**src/verilog/lsb_pkg.sv**
```systemverilog
package lsb_pkg;

    // operand widths
    localparam int LSB_W = 32;

    // operand size codes
    typedef enum logic [1:0] {
        LSB_SIZE_BYTE = 2'h0,
        LSB_SIZE_WORD = 2'h1,
        LSB_SIZE_LONG = 2'h2
    } lsb_size_e;

    // operation select
    typedef enum logic [3:0] {
        LSB_OP_AND                   = 4'h0,
        LSB_OP_OR                    = 4'h1,
        LSB_OP_XOR                   = 4'h2,
        LSB_OP_NOT                   = 4'h3,
        LSB_OP_ARITH_SHIFT_LEFT_OP   = 4'h4,
        LSB_OP_ARITH_SHIFT_RIGHT_OP  = 4'h5,
        LSB_OP_LOGIC_SHIFT_LEFT_OP   = 4'h6,
        LSB_OP_LOGIC_SHIFT_RIGHT_OP  = 4'h7,
        LSB_OP_ROTATE_LEFT_OP        = 4'h8,
        LSB_OP_ROTATE_RIGHT_OP       = 4'h9,
        LSB_OP_ROTATE_LEFT_CARRY_OP  = 4'ha,
        LSB_OP_ROTATE_RIGHT_CARRY_OP = 4'hb,
        LSB_OP_BIT_SET_OP            = 4'hc,
        LSB_OP_BIT_CLEAR_OP          = 4'hd
    } lsb_op_e;

    // reset values
    localparam logic [31:0] LSB_RESULT_RST = 32'h0000_0000;
    localparam logic        LSB_CARRY_RST  = 1'b0;

    // fixed latency from request to result
    localparam int LSB_LATENCY = 1;

endpackage

```
**src/verilog/lsb_alu.sv**
```systemverilog
`timescale 1ns/1ps
`default_nettype none
// Contract
// RQ1: AND destination with register or immediate
// RQ2: OR destination with register or immediate
// RQ3: XOR destination with register or immediate
// RQ4: NOT inverts every destination bit
// RQ5: byte, word or longword size selectable
// RQ6: arithmetic shifts left and right
// RQ7: logical shifts left and right
// RQ8: rotate left and right within width
// RQ9: rotate through carry as extra bit
// RQ10: bit set forces selected byte bit
// RQ11: bit clear zeroes selected byte bit
// RQ12: bit number from immediate or register
// RQ13: operands viewed as 8/16/32-bit registers
// RQ14: shifted-out bit goes to carry flag
module lsb_alu
    import lsb_pkg::*;
(
    // clock and reset
    input  wire logic        i_clk,
    input  wire logic        i_rst_b,
    // request from decoder
    input  wire logic        i_valid,
    input  wire logic [3:0]  i_op,
    input  wire logic [1:0]  i_size,
    input  wire logic [31:0] i_dest,
    input  wire logic [31:0] i_source_register,
    input  wire logic [31:0] i_imm,
    input  wire logic        i_use_imm,
    input  wire logic [2:0]  i_bit_imm,
    input  wire logic        i_bit_from_reg,
    input  wire logic        i_carry,
    // result to register file and condition code register
    output logic             o_valid,
    output logic [31:0]      o_result,
    output logic             o_carry,
    output logic             o_carry_we
);

    // keep only the bits of the selected size [RQ5] [RQ13]
    function automatic logic [31:0] size_mask(input logic [1:0] sz, input logic [31:0] v);
        unique case (sz)
            LSB_SIZE_BYTE: size_mask = {24'h00_0000, v[7:0]};
            LSB_SIZE_WORD: size_mask = {16'h0000, v[15:0]};
            default:       size_mask = v;
        endcase
    endfunction

    logic [31:0] dst;
    logic [31:0] src;
    logic [31:0] sh_val;
    logic        sh_carry;
    logic [2:0]  bitno;
    logic [7:0]  bit_one;
    logic        is_shift;
    logic [31:0] next_result;
    logic        next_carry;

    // operands trimmed to width; upper bits of a narrow view are not produced
    assign dst = size_mask(i_size, i_dest);                                  // [RQ13]
    assign src = size_mask(i_size, i_use_imm ? i_imm : i_source_register);   // [RQ1] [RQ2] [RQ3]

    // bit number source select
    assign bitno   = i_bit_from_reg ? i_source_register[2:0] : i_bit_imm;   // [RQ12]
    assign bit_one = 8'h01 << bitno;

    assign is_shift = (i_op >= LSB_OP_ARITH_SHIFT_LEFT_OP) && (i_op <= LSB_OP_ROTATE_RIGHT_CARRY_OP);

    lsb_shifter u_shift (
        .i_val   (dst),
        .i_size  (i_size),
        .i_op    (i_op),
        .i_carry (i_carry),
        .o_val   (sh_val),
        .o_carry (sh_carry)
    );

    // result mux
    always_comb begin
        next_carry = i_carry;
        unique case (i_op)
            LSB_OP_AND:          next_result = dst & src;                        // [RQ1]
            LSB_OP_OR:           next_result = dst | src;                        // [RQ2]
            LSB_OP_XOR:          next_result = dst ^ src;                        // [RQ3]
            LSB_OP_NOT:          next_result = size_mask(i_size, ~i_dest);       // [RQ4]
            LSB_OP_BIT_SET_OP:   next_result = {24'h00_0000, i_dest[7:0] | bit_one};  // [RQ10]
            LSB_OP_BIT_CLEAR_OP: next_result = {24'h00_0000, i_dest[7:0] & ~bit_one}; // [RQ11]
            default: begin
                // left shifts push the top bit past the operand edge; trim it back [RQ5]
                next_result = size_mask(i_size, sh_val);                          // [RQ6] [RQ7] [RQ8]
                next_carry  = sh_carry;                                           // [RQ9] [RQ14]
            end
        endcase
    end

    // registered result; one cycle latency
    always_ff @(posedge i_clk or negedge i_rst_b) begin
        if (!i_rst_b) begin
            o_valid    <= 1'b0;
            o_result   <= LSB_RESULT_RST;
            o_carry    <= LSB_CARRY_RST;
            o_carry_we <= 1'b0;
        end else begin
            o_valid    <= i_valid;
            o_carry_we <= i_valid && is_shift;
            if (i_valid) begin
                o_result <= next_result;
                o_carry  <= next_carry;
            end
        end
    end

    // independent view of operand and width, kept apart from the datapath wiring
    logic [31:0] chk_mask;
    logic [31:0] chk_src;
    assign chk_mask = (i_size == LSB_SIZE_BYTE) ? 32'h0000_00ff
                    : (i_size == LSB_SIZE_WORD) ? 32'h0000_ffff
                    : 32'hffff_ffff;
    assign chk_src  = i_use_imm ? i_imm : i_source_register;

    // checks
    and_result_a: assert property (@(posedge i_clk) disable iff (!i_rst_b) // [RQ1]
        i_valid && i_op == LSB_OP_AND |=> o_result == ($past(i_dest) & $past(chk_src) & $past(chk_mask)))
        else $error("and result wrong");
    or_result_a: assert property (@(posedge i_clk) disable iff (!i_rst_b) // [RQ2]
        i_valid && i_op == LSB_OP_OR |=> o_result == (($past(i_dest) | $past(chk_src)) & $past(chk_mask)))
        else $error("or result wrong");
    xor_result_a: assert property (@(posedge i_clk) disable iff (!i_rst_b) // [RQ3]
        i_valid && i_op == LSB_OP_XOR |=> o_result == (($past(i_dest) ^ $past(chk_src)) & $past(chk_mask)))
        else $error("xor result wrong");
    not_result_a: assert property (@(posedge i_clk) disable iff (!i_rst_b) // [RQ4]
        i_valid && i_op == LSB_OP_NOT && i_size == LSB_SIZE_BYTE |=> o_result[7:0] == ~$past(i_dest[7:0]))
        else $error("not result wrong");
    byte_width_a: assert property (@(posedge i_clk) disable iff (!i_rst_b) // [RQ5]
        i_valid && i_size == LSB_SIZE_BYTE |=> o_result[31:8] == 24'h00_0000)
        else $error("byte result has upper bits");
    asr_sign_a: assert property (@(posedge i_clk) disable iff (!i_rst_b) // [RQ6]
        i_valid && i_op == LSB_OP_ARITH_SHIFT_RIGHT_OP && i_size == LSB_SIZE_BYTE
        |=> o_result[7] == $past(i_dest[7]) && o_result[6:0] == $past(i_dest[7:1]))
        else $error("arith right shift wrong");
    lsr_fill_a: assert property (@(posedge i_clk) disable iff (!i_rst_b) // [RQ7]
        i_valid && i_op == LSB_OP_LOGIC_SHIFT_RIGHT_OP && i_size == LSB_SIZE_WORD
        |=> o_result[15:0] == {1'b0, $past(i_dest[15:1])})
        else $error("logic right shift wrong");
    rotate_left_op_wrap_a: assert property (@(posedge i_clk) disable iff (!i_rst_b) // [RQ8]
        i_valid && i_op == LSB_OP_ROTATE_LEFT_OP && i_size == LSB_SIZE_LONG
        |=> o_result == {$past(i_dest[30:0]), $past(i_dest[31])})
        else $error("rotate left wrong");
    rotate_right_carry_op_carry_a: assert property (@(posedge i_clk) disable iff (!i_rst_b) // [RQ9]
        i_valid && i_op == LSB_OP_ROTATE_RIGHT_CARRY_OP && i_size == LSB_SIZE_BYTE
        |=> o_result[7:0] == {$past(i_carry), $past(i_dest[7:1])} && o_carry == $past(i_dest[0]))
        else $error("rotate through carry wrong");
    bit_set_op_bit_a: assert property (@(posedge i_clk) disable iff (!i_rst_b) // [RQ10]
        i_valid && i_op == LSB_OP_BIT_SET_OP |=> o_result[$past(bitno)] == 1'b1)
        else $error("bit set failed");
    bit_clear_op_bit_a: assert property (@(posedge i_clk) disable iff (!i_rst_b) // [RQ11]
        i_valid && i_op == LSB_OP_BIT_CLEAR_OP |=> o_result[$past(bitno)] == 1'b0)
        else $error("bit clear failed");
    bit_reg_a: assert property (@(posedge i_clk) disable iff (!i_rst_b) // [RQ12]
        i_valid && i_op == LSB_OP_BIT_SET_OP && i_bit_from_reg
        |=> o_result[$past(i_source_register[2:0])] == 1'b1)
        else $error("register bit number ignored");
    shl_carry_a: assert property (@(posedge i_clk) disable iff (!i_rst_b) // [RQ14]
        i_valid && i_op == LSB_OP_LOGIC_SHIFT_LEFT_OP && i_size == LSB_SIZE_WORD
        |=> o_carry == $past(i_dest[15]) && o_carry_we)
        else $error("carry not captured");
    word_view_a: assert property (@(posedge i_clk) disable iff (!i_rst_b) // [RQ13]
        i_valid && i_size == LSB_SIZE_WORD |=> o_result[31:16] == 16'h0000)
        else $error("word result has upper bits");

    // complement at the wider sizes
    not_word_a: assert property (@(posedge i_clk) disable iff (!i_rst_b) // [RQ4]
        i_valid && i_op == LSB_OP_NOT && i_size == LSB_SIZE_WORD
        |=> o_result == {16'h0000, ~$past(i_dest[15:0])})
        else $error("word not result wrong");

    not_long_a: assert property (@(posedge i_clk) disable iff (!i_rst_b) // [RQ4]
        i_valid && i_op == LSB_OP_NOT && i_size == LSB_SIZE_LONG
        |=> o_result == ~$past(i_dest))
        else $error("long not result wrong");

    // arithmetic shifts: zero fill on the left, sign kept on the right
    asl_byte_a: assert property (@(posedge i_clk) disable iff (!i_rst_b) // [RQ6]
        i_valid && i_op == LSB_OP_ARITH_SHIFT_LEFT_OP && i_size == LSB_SIZE_BYTE
        |=> o_result == {24'h00_0000, $past(i_dest[6:0]), 1'b0}
            && o_carry == $past(i_dest[7]))
        else $error("arith left shift wrong");

    asr_long_a: assert property (@(posedge i_clk) disable iff (!i_rst_b) // [RQ6]
        i_valid && i_op == LSB_OP_ARITH_SHIFT_RIGHT_OP && i_size == LSB_SIZE_LONG
        |=> o_result == {$past(i_dest[31]), $past(i_dest[31:1])}
            && o_carry == $past(i_dest[0]))
        else $error("long arith right shift wrong");

    asr_word_a: assert property (@(posedge i_clk) disable iff (!i_rst_b) // [RQ6]
        i_valid && i_op == LSB_OP_ARITH_SHIFT_RIGHT_OP && i_size == LSB_SIZE_WORD
        |=> o_result == {16'h0000, $past(i_dest[15]), $past(i_dest[15:1])})
        else $error("word arith right shift wrong");

    // logical shifts always fill with zero
    lsl_long_a: assert property (@(posedge i_clk) disable iff (!i_rst_b) // [RQ7]
        i_valid && i_op == LSB_OP_LOGIC_SHIFT_LEFT_OP && i_size == LSB_SIZE_LONG
        |=> o_result == {$past(i_dest[30:0]), 1'b0}
            && o_carry == $past(i_dest[31]))
        else $error("long logic left shift wrong");

    lsl_byte_a: assert property (@(posedge i_clk) disable iff (!i_rst_b) // [RQ7]
        i_valid && i_op == LSB_OP_LOGIC_SHIFT_LEFT_OP && i_size == LSB_SIZE_BYTE
        |=> o_result == {24'h00_0000, $past(i_dest[6:0]), 1'b0})
        else $error("byte logic left shift wrong");

    lsr_byte_a: assert property (@(posedge i_clk) disable iff (!i_rst_b) // [RQ7]
        i_valid && i_op == LSB_OP_LOGIC_SHIFT_RIGHT_OP && i_size == LSB_SIZE_BYTE
        |=> o_result == {24'h00_0000, 1'b0, $past(i_dest[7:1])}
            && o_carry == $past(i_dest[0]))
        else $error("byte logic right shift wrong");

    lsr_long_a: assert property (@(posedge i_clk) disable iff (!i_rst_b) // [RQ7]
        i_valid && i_op == LSB_OP_LOGIC_SHIFT_RIGHT_OP && i_size == LSB_SIZE_LONG
        |=> o_result == {1'b0, $past(i_dest[31:1])}
            && o_carry == $past(i_dest[0]))
        else $error("long logic right shift wrong");

    // plain rotates wrap inside the operand width
    rotate_right_op_byte_a: assert property (@(posedge i_clk) disable iff (!i_rst_b) // [RQ8]
        i_valid && i_op == LSB_OP_ROTATE_RIGHT_OP && i_size == LSB_SIZE_BYTE
        |=> o_result == {24'h00_0000, $past(i_dest[0]), $past(i_dest[7:1])}
            && o_carry == $past(i_dest[0]))
        else $error("byte rotate right wrong");

    rotate_left_op_word_a: assert property (@(posedge i_clk) disable iff (!i_rst_b) // [RQ8]
        i_valid && i_op == LSB_OP_ROTATE_LEFT_OP && i_size == LSB_SIZE_WORD
        |=> o_result == {16'h0000, $past(i_dest[14:0]), $past(i_dest[15])}
            && o_carry == $past(i_dest[15]))
        else $error("word rotate left wrong");

    rotate_right_op_long_a: assert property (@(posedge i_clk) disable iff (!i_rst_b) // [RQ8]
        i_valid && i_op == LSB_OP_ROTATE_RIGHT_OP && i_size == LSB_SIZE_LONG
        |=> o_result == {$past(i_dest[0]), $past(i_dest[31:1])})
        else $error("long rotate right wrong");

    // rotates through carry: the old flag enters, the pushed-out bit leaves
    rotate_left_carry_op_word_a: assert property (@(posedge i_clk) disable iff (!i_rst_b) // [RQ9]
        i_valid && i_op == LSB_OP_ROTATE_LEFT_CARRY_OP && i_size == LSB_SIZE_WORD
        |=> o_result == {16'h0000, $past(i_dest[14:0]), $past(i_carry)}
            && o_carry == $past(i_dest[15]))
        else $error("word rotate left through carry wrong");

    rotate_left_carry_op_byte_a: assert property (@(posedge i_clk) disable iff (!i_rst_b) // [RQ9]
        i_valid && i_op == LSB_OP_ROTATE_LEFT_CARRY_OP && i_size == LSB_SIZE_BYTE
        |=> o_result == {24'h00_0000, $past(i_dest[6:0]), $past(i_carry)})
        else $error("byte rotate left through carry wrong");

    rotate_right_carry_op_long_a: assert property (@(posedge i_clk) disable iff (!i_rst_b) // [RQ9]
        i_valid && i_op == LSB_OP_ROTATE_RIGHT_CARRY_OP && i_size == LSB_SIZE_LONG
        |=> o_result == {$past(i_carry), $past(i_dest[31:1])}
            && o_carry == $past(i_dest[0]))
        else $error("long rotate right through carry wrong");

    // bit operations change one bit of the low byte and clear bits 31:8
    bit_set_op_others_a: assert property (@(posedge i_clk) disable iff (!i_rst_b) // [RQ10]
        i_valid && i_op == LSB_OP_BIT_SET_OP && !i_bit_from_reg
        |=> o_result == {24'h00_0000, $past(i_dest[7:0]) | (8'h01 << $past(i_bit_imm))})
        else $error("bit set disturbed other bits");

    bit_clear_op_others_a: assert property (@(posedge i_clk) disable iff (!i_rst_b) // [RQ11]
        i_valid && i_op == LSB_OP_BIT_CLEAR_OP && !i_bit_from_reg
        |=> o_result == {24'h00_0000, $past(i_dest[7:0]) & ~(8'h01 << $past(i_bit_imm))})
        else $error("bit clear disturbed other bits");

    bit_clear_op_reg_a: assert property (@(posedge i_clk) disable iff (!i_rst_b) // [RQ12]
        i_valid && i_op == LSB_OP_BIT_CLEAR_OP && i_bit_from_reg
        |=> o_result[$past(i_source_register[2:0])] == 1'b0)
        else $error("register bit number ignored on clear");

    bit_upper_a: assert property (@(posedge i_clk) disable iff (!i_rst_b) // [RQ10]
        i_valid && (i_op == LSB_OP_BIT_SET_OP || i_op == LSB_OP_BIT_CLEAR_OP)
        |=> o_result[31:8] == 24'h00_0000)
        else $error("bit op left upper bits");

    // carry flag: written by shift-class ops only, untouched otherwise
    logic_carry_a: assert property (@(posedge i_clk) disable iff (!i_rst_b) // [RQ14]
        i_valid && i_op <= LSB_OP_NOT
        |=> o_carry == $past(i_carry) && !o_carry_we)
        else $error("logic op moved the carry");

    shift_we_a: assert property (@(posedge i_clk) disable iff (!i_rst_b) // [RQ14]
        i_valid && i_op >= LSB_OP_ARITH_SHIFT_LEFT_OP && i_op <= LSB_OP_ROTATE_RIGHT_CARRY_OP
        |=> o_valid && o_carry_we)
        else $error("shift did not write carry");

    idle_hold_a: assert property (@(posedge i_clk) disable iff (!i_rst_b) // [RQ14]
        !i_valid
        |=> !o_valid && !o_carry_we && $stable(o_carry)
            && $stable(o_result))
        else $error("outputs moved while idle");

    // main scenarios
    cov_logic_c:  cover property (@(posedge i_clk) i_valid && i_op == LSB_OP_XOR && i_use_imm);
    cov_rotx_c:   cover property (@(posedge i_clk) i_valid && i_op == LSB_OP_ROTATE_LEFT_CARRY_OP);
    cov_bit_clear_op_c:   cover property (@(posedge i_clk) i_valid && i_op == LSB_OP_BIT_CLEAR_OP && i_bit_from_reg);
    cov_b2b_c:    cover property (@(posedge i_clk) i_valid ##1 i_valid);
    cov_asr_c:    cover property (@(posedge i_clk) i_valid && i_op == LSB_OP_ARITH_SHIFT_RIGHT_OP && i_size == LSB_SIZE_WORD);

endmodule
`default_nettype wire

```
**src/verilog/lsb_shifter.sv**
```systemverilog
`timescale 1ns/1ps
`default_nettype none
// one-place shift/rotate at the selected width, left ops leave the old top bit just above it at byte and word size; carry out is the bit pushed off
module lsb_shifter
    import lsb_pkg::*;
(
    // operands
    input  wire logic [31:0] i_val,
    input  wire logic [1:0]  i_size,
    input  wire logic [3:0]  i_op,
    input  wire logic        i_carry,
    // results
    output logic      [31:0] o_val,
    output logic             o_carry
);

    logic [4:0] msb;
    logic       top;
    logic       in_bit;

    // top bit index per size
    assign msb = (i_size == LSB_SIZE_BYTE) ? 5'h07 : (i_size == LSB_SIZE_WORD) ? 5'h0f : 5'h1f;
    assign top = i_val[msb];

    // bit fed into the vacated end
    always_comb begin
        unique case (i_op)
            LSB_OP_ARITH_SHIFT_RIGHT_OP:  in_bit = top;      // sign kept [RQ6]
            LSB_OP_ROTATE_LEFT_OP:        in_bit = top;      // [RQ8]
            LSB_OP_ROTATE_RIGHT_OP:       in_bit = i_val[0]; // [RQ8]
            LSB_OP_ROTATE_LEFT_CARRY_OP,
            LSB_OP_ROTATE_RIGHT_CARRY_OP: in_bit = i_carry;  // carry as extra bit [RQ9]
            default:                      in_bit = 1'b0;     // plain shifts fill zero [RQ6] [RQ7]
        endcase
    end

    // left ops shift up, right ops place in_bit at the top of the operand
    logic left;
    assign left = (i_op == LSB_OP_ARITH_SHIFT_LEFT_OP) || (i_op == LSB_OP_LOGIC_SHIFT_LEFT_OP)
               || (i_op == LSB_OP_ROTATE_LEFT_OP) || (i_op == LSB_OP_ROTATE_LEFT_CARRY_OP);

    always_comb begin
        o_val = 32'h0000_0000;
        if (left) begin
            o_val = {i_val[30:0], in_bit};
        end else begin
            o_val = {1'b0, i_val[31:1]};
            o_val[msb] = in_bit;
        end
        o_carry = left ? top : i_val[0]; // [RQ14]
    end

endmodule
`default_nettype wire
```
**config.mk**
```make
export PLATFORM = sky130hd
export DESIGN_NAME = lsb_alu
export DESIGN_NICKNAME = d
export VERILOG_FILES = /design/src/verilog/lsb_pkg.sv /design/src/verilog/lsb_alu.sv /design/src/verilog/lsb_shifter.sv
export SDC_FILE = /design/constraint.sdc
export NUM_CORES = 1
export LEC_CHECK = 0
export BUFFER_PORTS_ARGS = -buffer_cell sky130_fd_sc_hd__buf_2
export CAP_MARGIN = 20
export CELL_PAD_IN_SITES_DETAIL_PLACEMENT = 0
export CELL_PAD_IN_SITES_GLOBAL_PLACEMENT = 1
export CORE_UTILIZATION = 35
export DETAILED_ROUTE_END_ITERATION = 8
export GPL_ROUTABILITY_DRIVEN = 1
export PLACE_DENSITY = 0.75
export SLEW_MARGIN = 20
export SYNTH_ARGS = -nofsm -noshare
export SYNTH_HDL_FRONTEND = slang
export SYNTH_HIERARCHICAL = 1
export SYNTH_SLANG_ARGS = --single-unit
export TNS_END_PERCENT = 100
```
**constraint.sdc**
```tcl
create_clock -name i_clk -period 0.8 [get_ports i_clk]
set_input_delay 0.08 -clock i_clk [delete_from_list [all_inputs] [get_ports i_clk]]
set_output_delay 0.08 -clock i_clk [all_outputs]
set_load 0.005 [all_outputs]
```
== After elaboration in Yosys (flattened, before gate mapping) ==
Index checks and enable logic that the tools add are counted.
Storage, ports and cells
  register bits: 35
  bits of input ports: 111
  output and inout bits: 35
  logic and storage cells: 58
Cells by class
  magnitude comparators: 4
  equality and inequality tests: 13
  shifts and indexed selects: 1
  multiplexer cells: 18
  bitwise gates (word level): 7
  reductions and logical operators: 11
Operators with widths (number)
  $pmux W32 S2: 4
  $pmux W32 S6: 1
  $mux W32: 2
  $and A32 B32 Y32: 1
  $bwmux W32: 1
  $not A32 Y32: 1
  $or A32 B32 Y32: 1
  $xor A32 B32 Y32: 1
  $eq A4 B4 Y1 const B: 6
  $eq A4 B3 Y1 const B: 3
  $mux W5: 2
  $and A8 B8 Y8: 1
  $eq A4 B2 Y1 const B: 2
  $not A8 Y8: 1
  $or A8 B8 Y8: 1
  $shl A1 B3 Y8 const A: 1
  $lt A5 B6 Y1 const B: 1
  $reduce_or A6 Y1: 1
  $bmux W1 S5: 1
  $demux W1 S5: 1
  $ge A5 B1 Y1 const B: 1
  $eq A4 B1 Y1 const B: 1
  $ge A4 B3 Y1 const B: 1
  $le A4 B4 Y1 const B: 1
  other kinds (9): 17

== Logic depth before layout (Yosys ltp) ==
  depth after elaboration: 11
  depth in mapped cells: 13
  depth with buffers taken out: 11

== By module ==
The synthesis kept the hierarchy.
By module, submodules not included
  lsb_alu: times used 1, cells an instance 577, area an instance 4583.1 sq um, sequential area each 875.8 sq um
  lsb_shifter: times used 1, cells an instance 59, area an instance 510.5 sq um, sequential area each 0.0 sq um

== Worst setup path after synthesis ==
Ideal clock, no wire load.
  kind: input-to-reg
  start: input i_size[1]
  end: register o_result[31]
  library setup time: 77 ps
  arrival: 2012 ps
  data required time: 723 ps
  path slack: -1290 ps
  cell stages on the path: 13
  path buffers: 2
  path through: or2_1 clkbuf_1 clkbuf_1 nand2_1 inv_1 mux2i_1 o21ai_0 a31oi_1 o31ai_1 inv_1 o32ai_1 a22oi_1 a21oi_1
On the way
  elaborated cells on any way between the ends: 22
  those cells by class: 2 x order compare; 1 x eq/ne; 14 x mux; 3 x bitwise; 2 x reduce/logical
RTL lines
  from (decl): line lsb_alu.sv:27  | input wire logic [1:0] i_size,
  $eq A2 B1 Y1 / $logic_not A2 Y1 (equally long branches): line lsb_alu.sv:44  | unique case (sz)
  $pmux W32 S2 (*): line lsb_alu.sv:44
  via dst[15]: line lsb_alu.sv:51  | logic [31:0] dst;
  $bmux W1 S5 (*): line lsb_shifter.sv:23  | assign top = i_val[msb];
  $mux W1 (not written as such) (*): line lsb_shifter.sv:23
  $pmux W1 S3 (*): line lsb_shifter.sv:27  | unique case (i_op)
  $bwmux W32 (*): line lsb_shifter.sv:48  | o_val[msb] = in_bit;
  $mux W32 (*): line lsb_shifter.sv:44  | if (left) begin
  via sh_val[31]: line lsb_alu.sv:53  | logic [31:0] sh_val;
  $pmux W32 S2 (*): line lsb_alu.sv:44
  $pmux W32 S6 (*): line lsb_alu.sv:83  | unique case (i_op)
  to (signal assigned): line lsb_alu.sv:109  | o_result <= next_result;
  to (decl): line lsb_alu.sv:37  | output logic [31:0] o_result,
The timed path passes the listed nets; every way through them passes the cells marked *. The select of a mux whose other input is x is not followed.
A chain may end at the register's enable or synchronous reset.

== Worst setup path after layout ==
  start: input i_size[0]
  end: register o_result[7]
The elaborated chain is that of the path after synthesis.

==> results.toml <==
[outcome]
status = "finished, violations left"
violations = "setup timing"

[clock_network]
cts_tree = "built"
clkTransAtPathRegs_ps = 60
cts_max_level = 2
clockBufferDepth = 2
clk_latency_ps = 290
clkSinkCount = 35
cts_inserted_buffers = 5
root_buffer = "clkbuf_16"

[hold_path]
min_path_type = "input pin to flip-flop"
min_path_cells = 3
min_to = "o_result[11]"
hp-start = "i_dest[11]"

[synthesis]
ys_seq_area_frac = 0.172
yosys.area_share.simple = 0.169
synth-xor-area-share = 0
synth_compound_gate_area_share = 0.192
syn_avg_cell_area_um2 = 8.01
syn_area_um2 = 5090
synth.net_count = 805
ys_warn_count = 6
synth_adder_area_share = 0.142
async_flop_share = 1.00
synth_edf_count = 0
ys.flop_type = "dfrtp_1"
netlist_instances = 636
synth_top_family_by_area = "multiplexers"
ys_ff_latch = 35
synth_cell_types = 50
synthMuxAreaShare = 0.211

[critical_path]
start_kind = "input pin"
cp-end-kind = "flip-flop"
slowest_stage = "or2_4"
r2r_start = "o_result[7]"
critPathMaxStageDelay_ps = 250
worstReg2RegEnd = "o_result[7]"
critPathArrivalTime_ps = 1700
ff2ff_setup_slack_ps = -40
critical_path.top_delay_family = "compound AO/OA/AOI/OAI gates"
cp_cell_sequence = "buf_6 > or2_4 > nand2_4 > inv_2 > mux2i_1 > o21ai_2 > buf_4 > a311oi_2 > o31ai_1 > nand2b_1 > o22ai_2 > a21oi_1"
critPathKind = "input pin to flip-flop"
crit_buf_inv = 3
cp.required_ps = 970
crit_fanout = 4
rr_worst_depth = 3
crit_path_start = "i_size[0]"

[route]
wl_per_cell_um = 17.7
final_antenna_net_count = 0
drtIter0Drc = 313
wirelength_um = 19100
first_pass_iters = 4
num_vias = 5663
drc = 0
viasPerCell = 5.26

[finish]
nNetsFinal = 1064
final_cell_mix = "buf_2 (137), buf_4 (125), inv_1 (64), nand2_1 (41)"
fin_area_um2 = 8110
area_growth_pct = 59.2
drive_gt1_frac = 0.533
antenna_cells = 0
final_common_cell = "buf_2"

[die]
die_h_um = 123
dieArea_um2 = 15000
core_region_area_um2 = 14000
die_x_um = 123
initial_core_util = 0.363
rows = 43
io_pins = 146

[grt]
grt_antenna_before_repair = 0
gr-usage-all-layers = 0.252
grt_max_degree = 39
grt_pass1_wl_um = 29300
first_global_vias = 5812
grt_overflow = 0

[pwr]
ir_drop_mv = 0.738
swShare = 0.353
power_switching_mw = 2.93
comb_power_share = 0.502
pwr-share-seq = 0.255
p_int_mw = 5.38
clkPwrFrac = 0.243
powerDensity_nw_per_um2 = 1030
leakage_nw = 4.05

[sta]
slew_violations = 0
fin_tns_setup_ps = -22940
setup_viol = 68
min_period_ps = 1530
worstMarginPinSlew_ps = 583
finClkSkew_ps = 0
clock.fmax_ghz = 0.654
hold_violations = 0
fin_crit_sh = 1.91
rsz0062_at_grt = "yes"
slew_headroom = 0.609
final.setup.worst_slack_ps = -730

[placed_design]
place.detailed.hpwl_um = 13600
numPortBuffers = 145
place_congestion = 0.909
placed_area_um2 = 6970

[flow_run]
maxCapViolations = 0
stage by stage:
stage	utilization	std cells	power, mW	hold slack, ps	setup slack [ps]
after floorplan	-	636	4.00	-216	-917
after global placement	0.497	1033	5.45	67.0	-1090
after detailed placement	0.497	1033	5.55	70.6	-1090
after CTS	0.556	1065	8.07	130	-596
after global routing	0.577	1076	8.79	146	-784
final	0.577	1076	8.31	131	-730
worst max-delay path by stage:
| stage | end | cells after the start |
|---|---|---|
| final | o_result[7] | 12 |
| after global routing | o_result[7] | 12 |
| after CTS | o_result[31] | 12 |
| after detailed placement | o_result[31] | 12 |
| after global placement | o_result[31] | 12 |
| after floorplan | o_result[31] | 13 |
cells by family (layout without fill, tap and decap cells):
kind of cell	after synthesis	after routing
AO/OA/AOI/OAI	141	141
adder cells (fa/ha/maj)	58	58
buffers and inverters	134	394
flip-flops	35	35
multiplexers	98	98
AND/OR/NAND/NOR	170	170
registers in the layout, summed over array words and instances (netlist names):
signal / cells
o_carry: 1
o_carry_we: 1
o_result: 32
o_valid: 1
power by group through the flow:
stage	logic (mW)	registers (mW)	clock network, mW
floorplan	1.86	2.14	0
global route	4.53	2.14	2.12
finish	4.17	2.12	2.02
global placement	3.29	2.15	0
CTS	3.91	2.12	2.04
detailed placement	3.40	2.15	0
worst reg2reg max path: stages, from the launching register on:
cell and delay [ps]:
dfrtp_1 400, buf_4 150, o22ai_2 120, a21oi_1 50
metal layers:
metal	vias to the layer above	global-route usage	wire length, µm	share of wire
met4	0	0.0762	374	0.020
met5	-	0	0	0
met3	22	0.0390	790	0.041
met1	2737	0.305	8080	0.42
li1	2748	-	-	-
met2	156	0.454	9830	0.52
cells in the mapped netlist, types with 3 or more instances:
cell / instances / area [µm²]
mux2_2: 55 / 619
mux2_1: 10 / 113
clkbuf_1: 18 / 67.6
a31oi_1: 12 / 75.1
nor2b_1: 3 / 18.8
o21ai_1: 6 / 30.0
nor3b_1: 8 / 60.1
o22ai_1: 32 / 200
o21ai_0: 8 / 40.0
nand2_1: 57 / 214
o211a_1: 3 / 30.0
and2_1: 17 / 106
dfrtp_1: 35 / 876
nand2b_1: 11 / 68.8
and3_1: 8 / 50.1
buf_6: 4 / 45.0
o32ai_1: 16 / 140
a21oi_1: 24 / 120
nor3_1: 4 / 20.0
a221oi_2: 4 / 60.1
ha_1: 58 / 726
nand3_1: 3 / 15.0
buf_2: 19 / 95.1
inv_1: 85 / 319
o21a_1: 9 / 67.6
buf_4: 6 / 45.0
a22oi_1: 16 / 120
mux2i_1: 31 / 310
nor2_1: 43 / 161
o31ai_1: 6 / 45.0
what timing repair did:
action,CTS,global route
pin swaps,37,20
hold buffers,1,0
gates resized for setup,94,56
cloned,2,2
hold endpoints to repair,35,0
buffers inserted,22,10
endpoints found under the setup margin,68,68
layout make-up:
class	count	area, µm²
Clock buffer	6	129
Clock inverter	2	12.5
Fill cell	1242	5930
Inverter	85	324
Multi-Input combinational cell	467	4280
Sequential cell	35	876
Tap cell	180	225
Timing Repair Buffer	301	2260
Note: power is estimated with default switching activity, not from simulation.
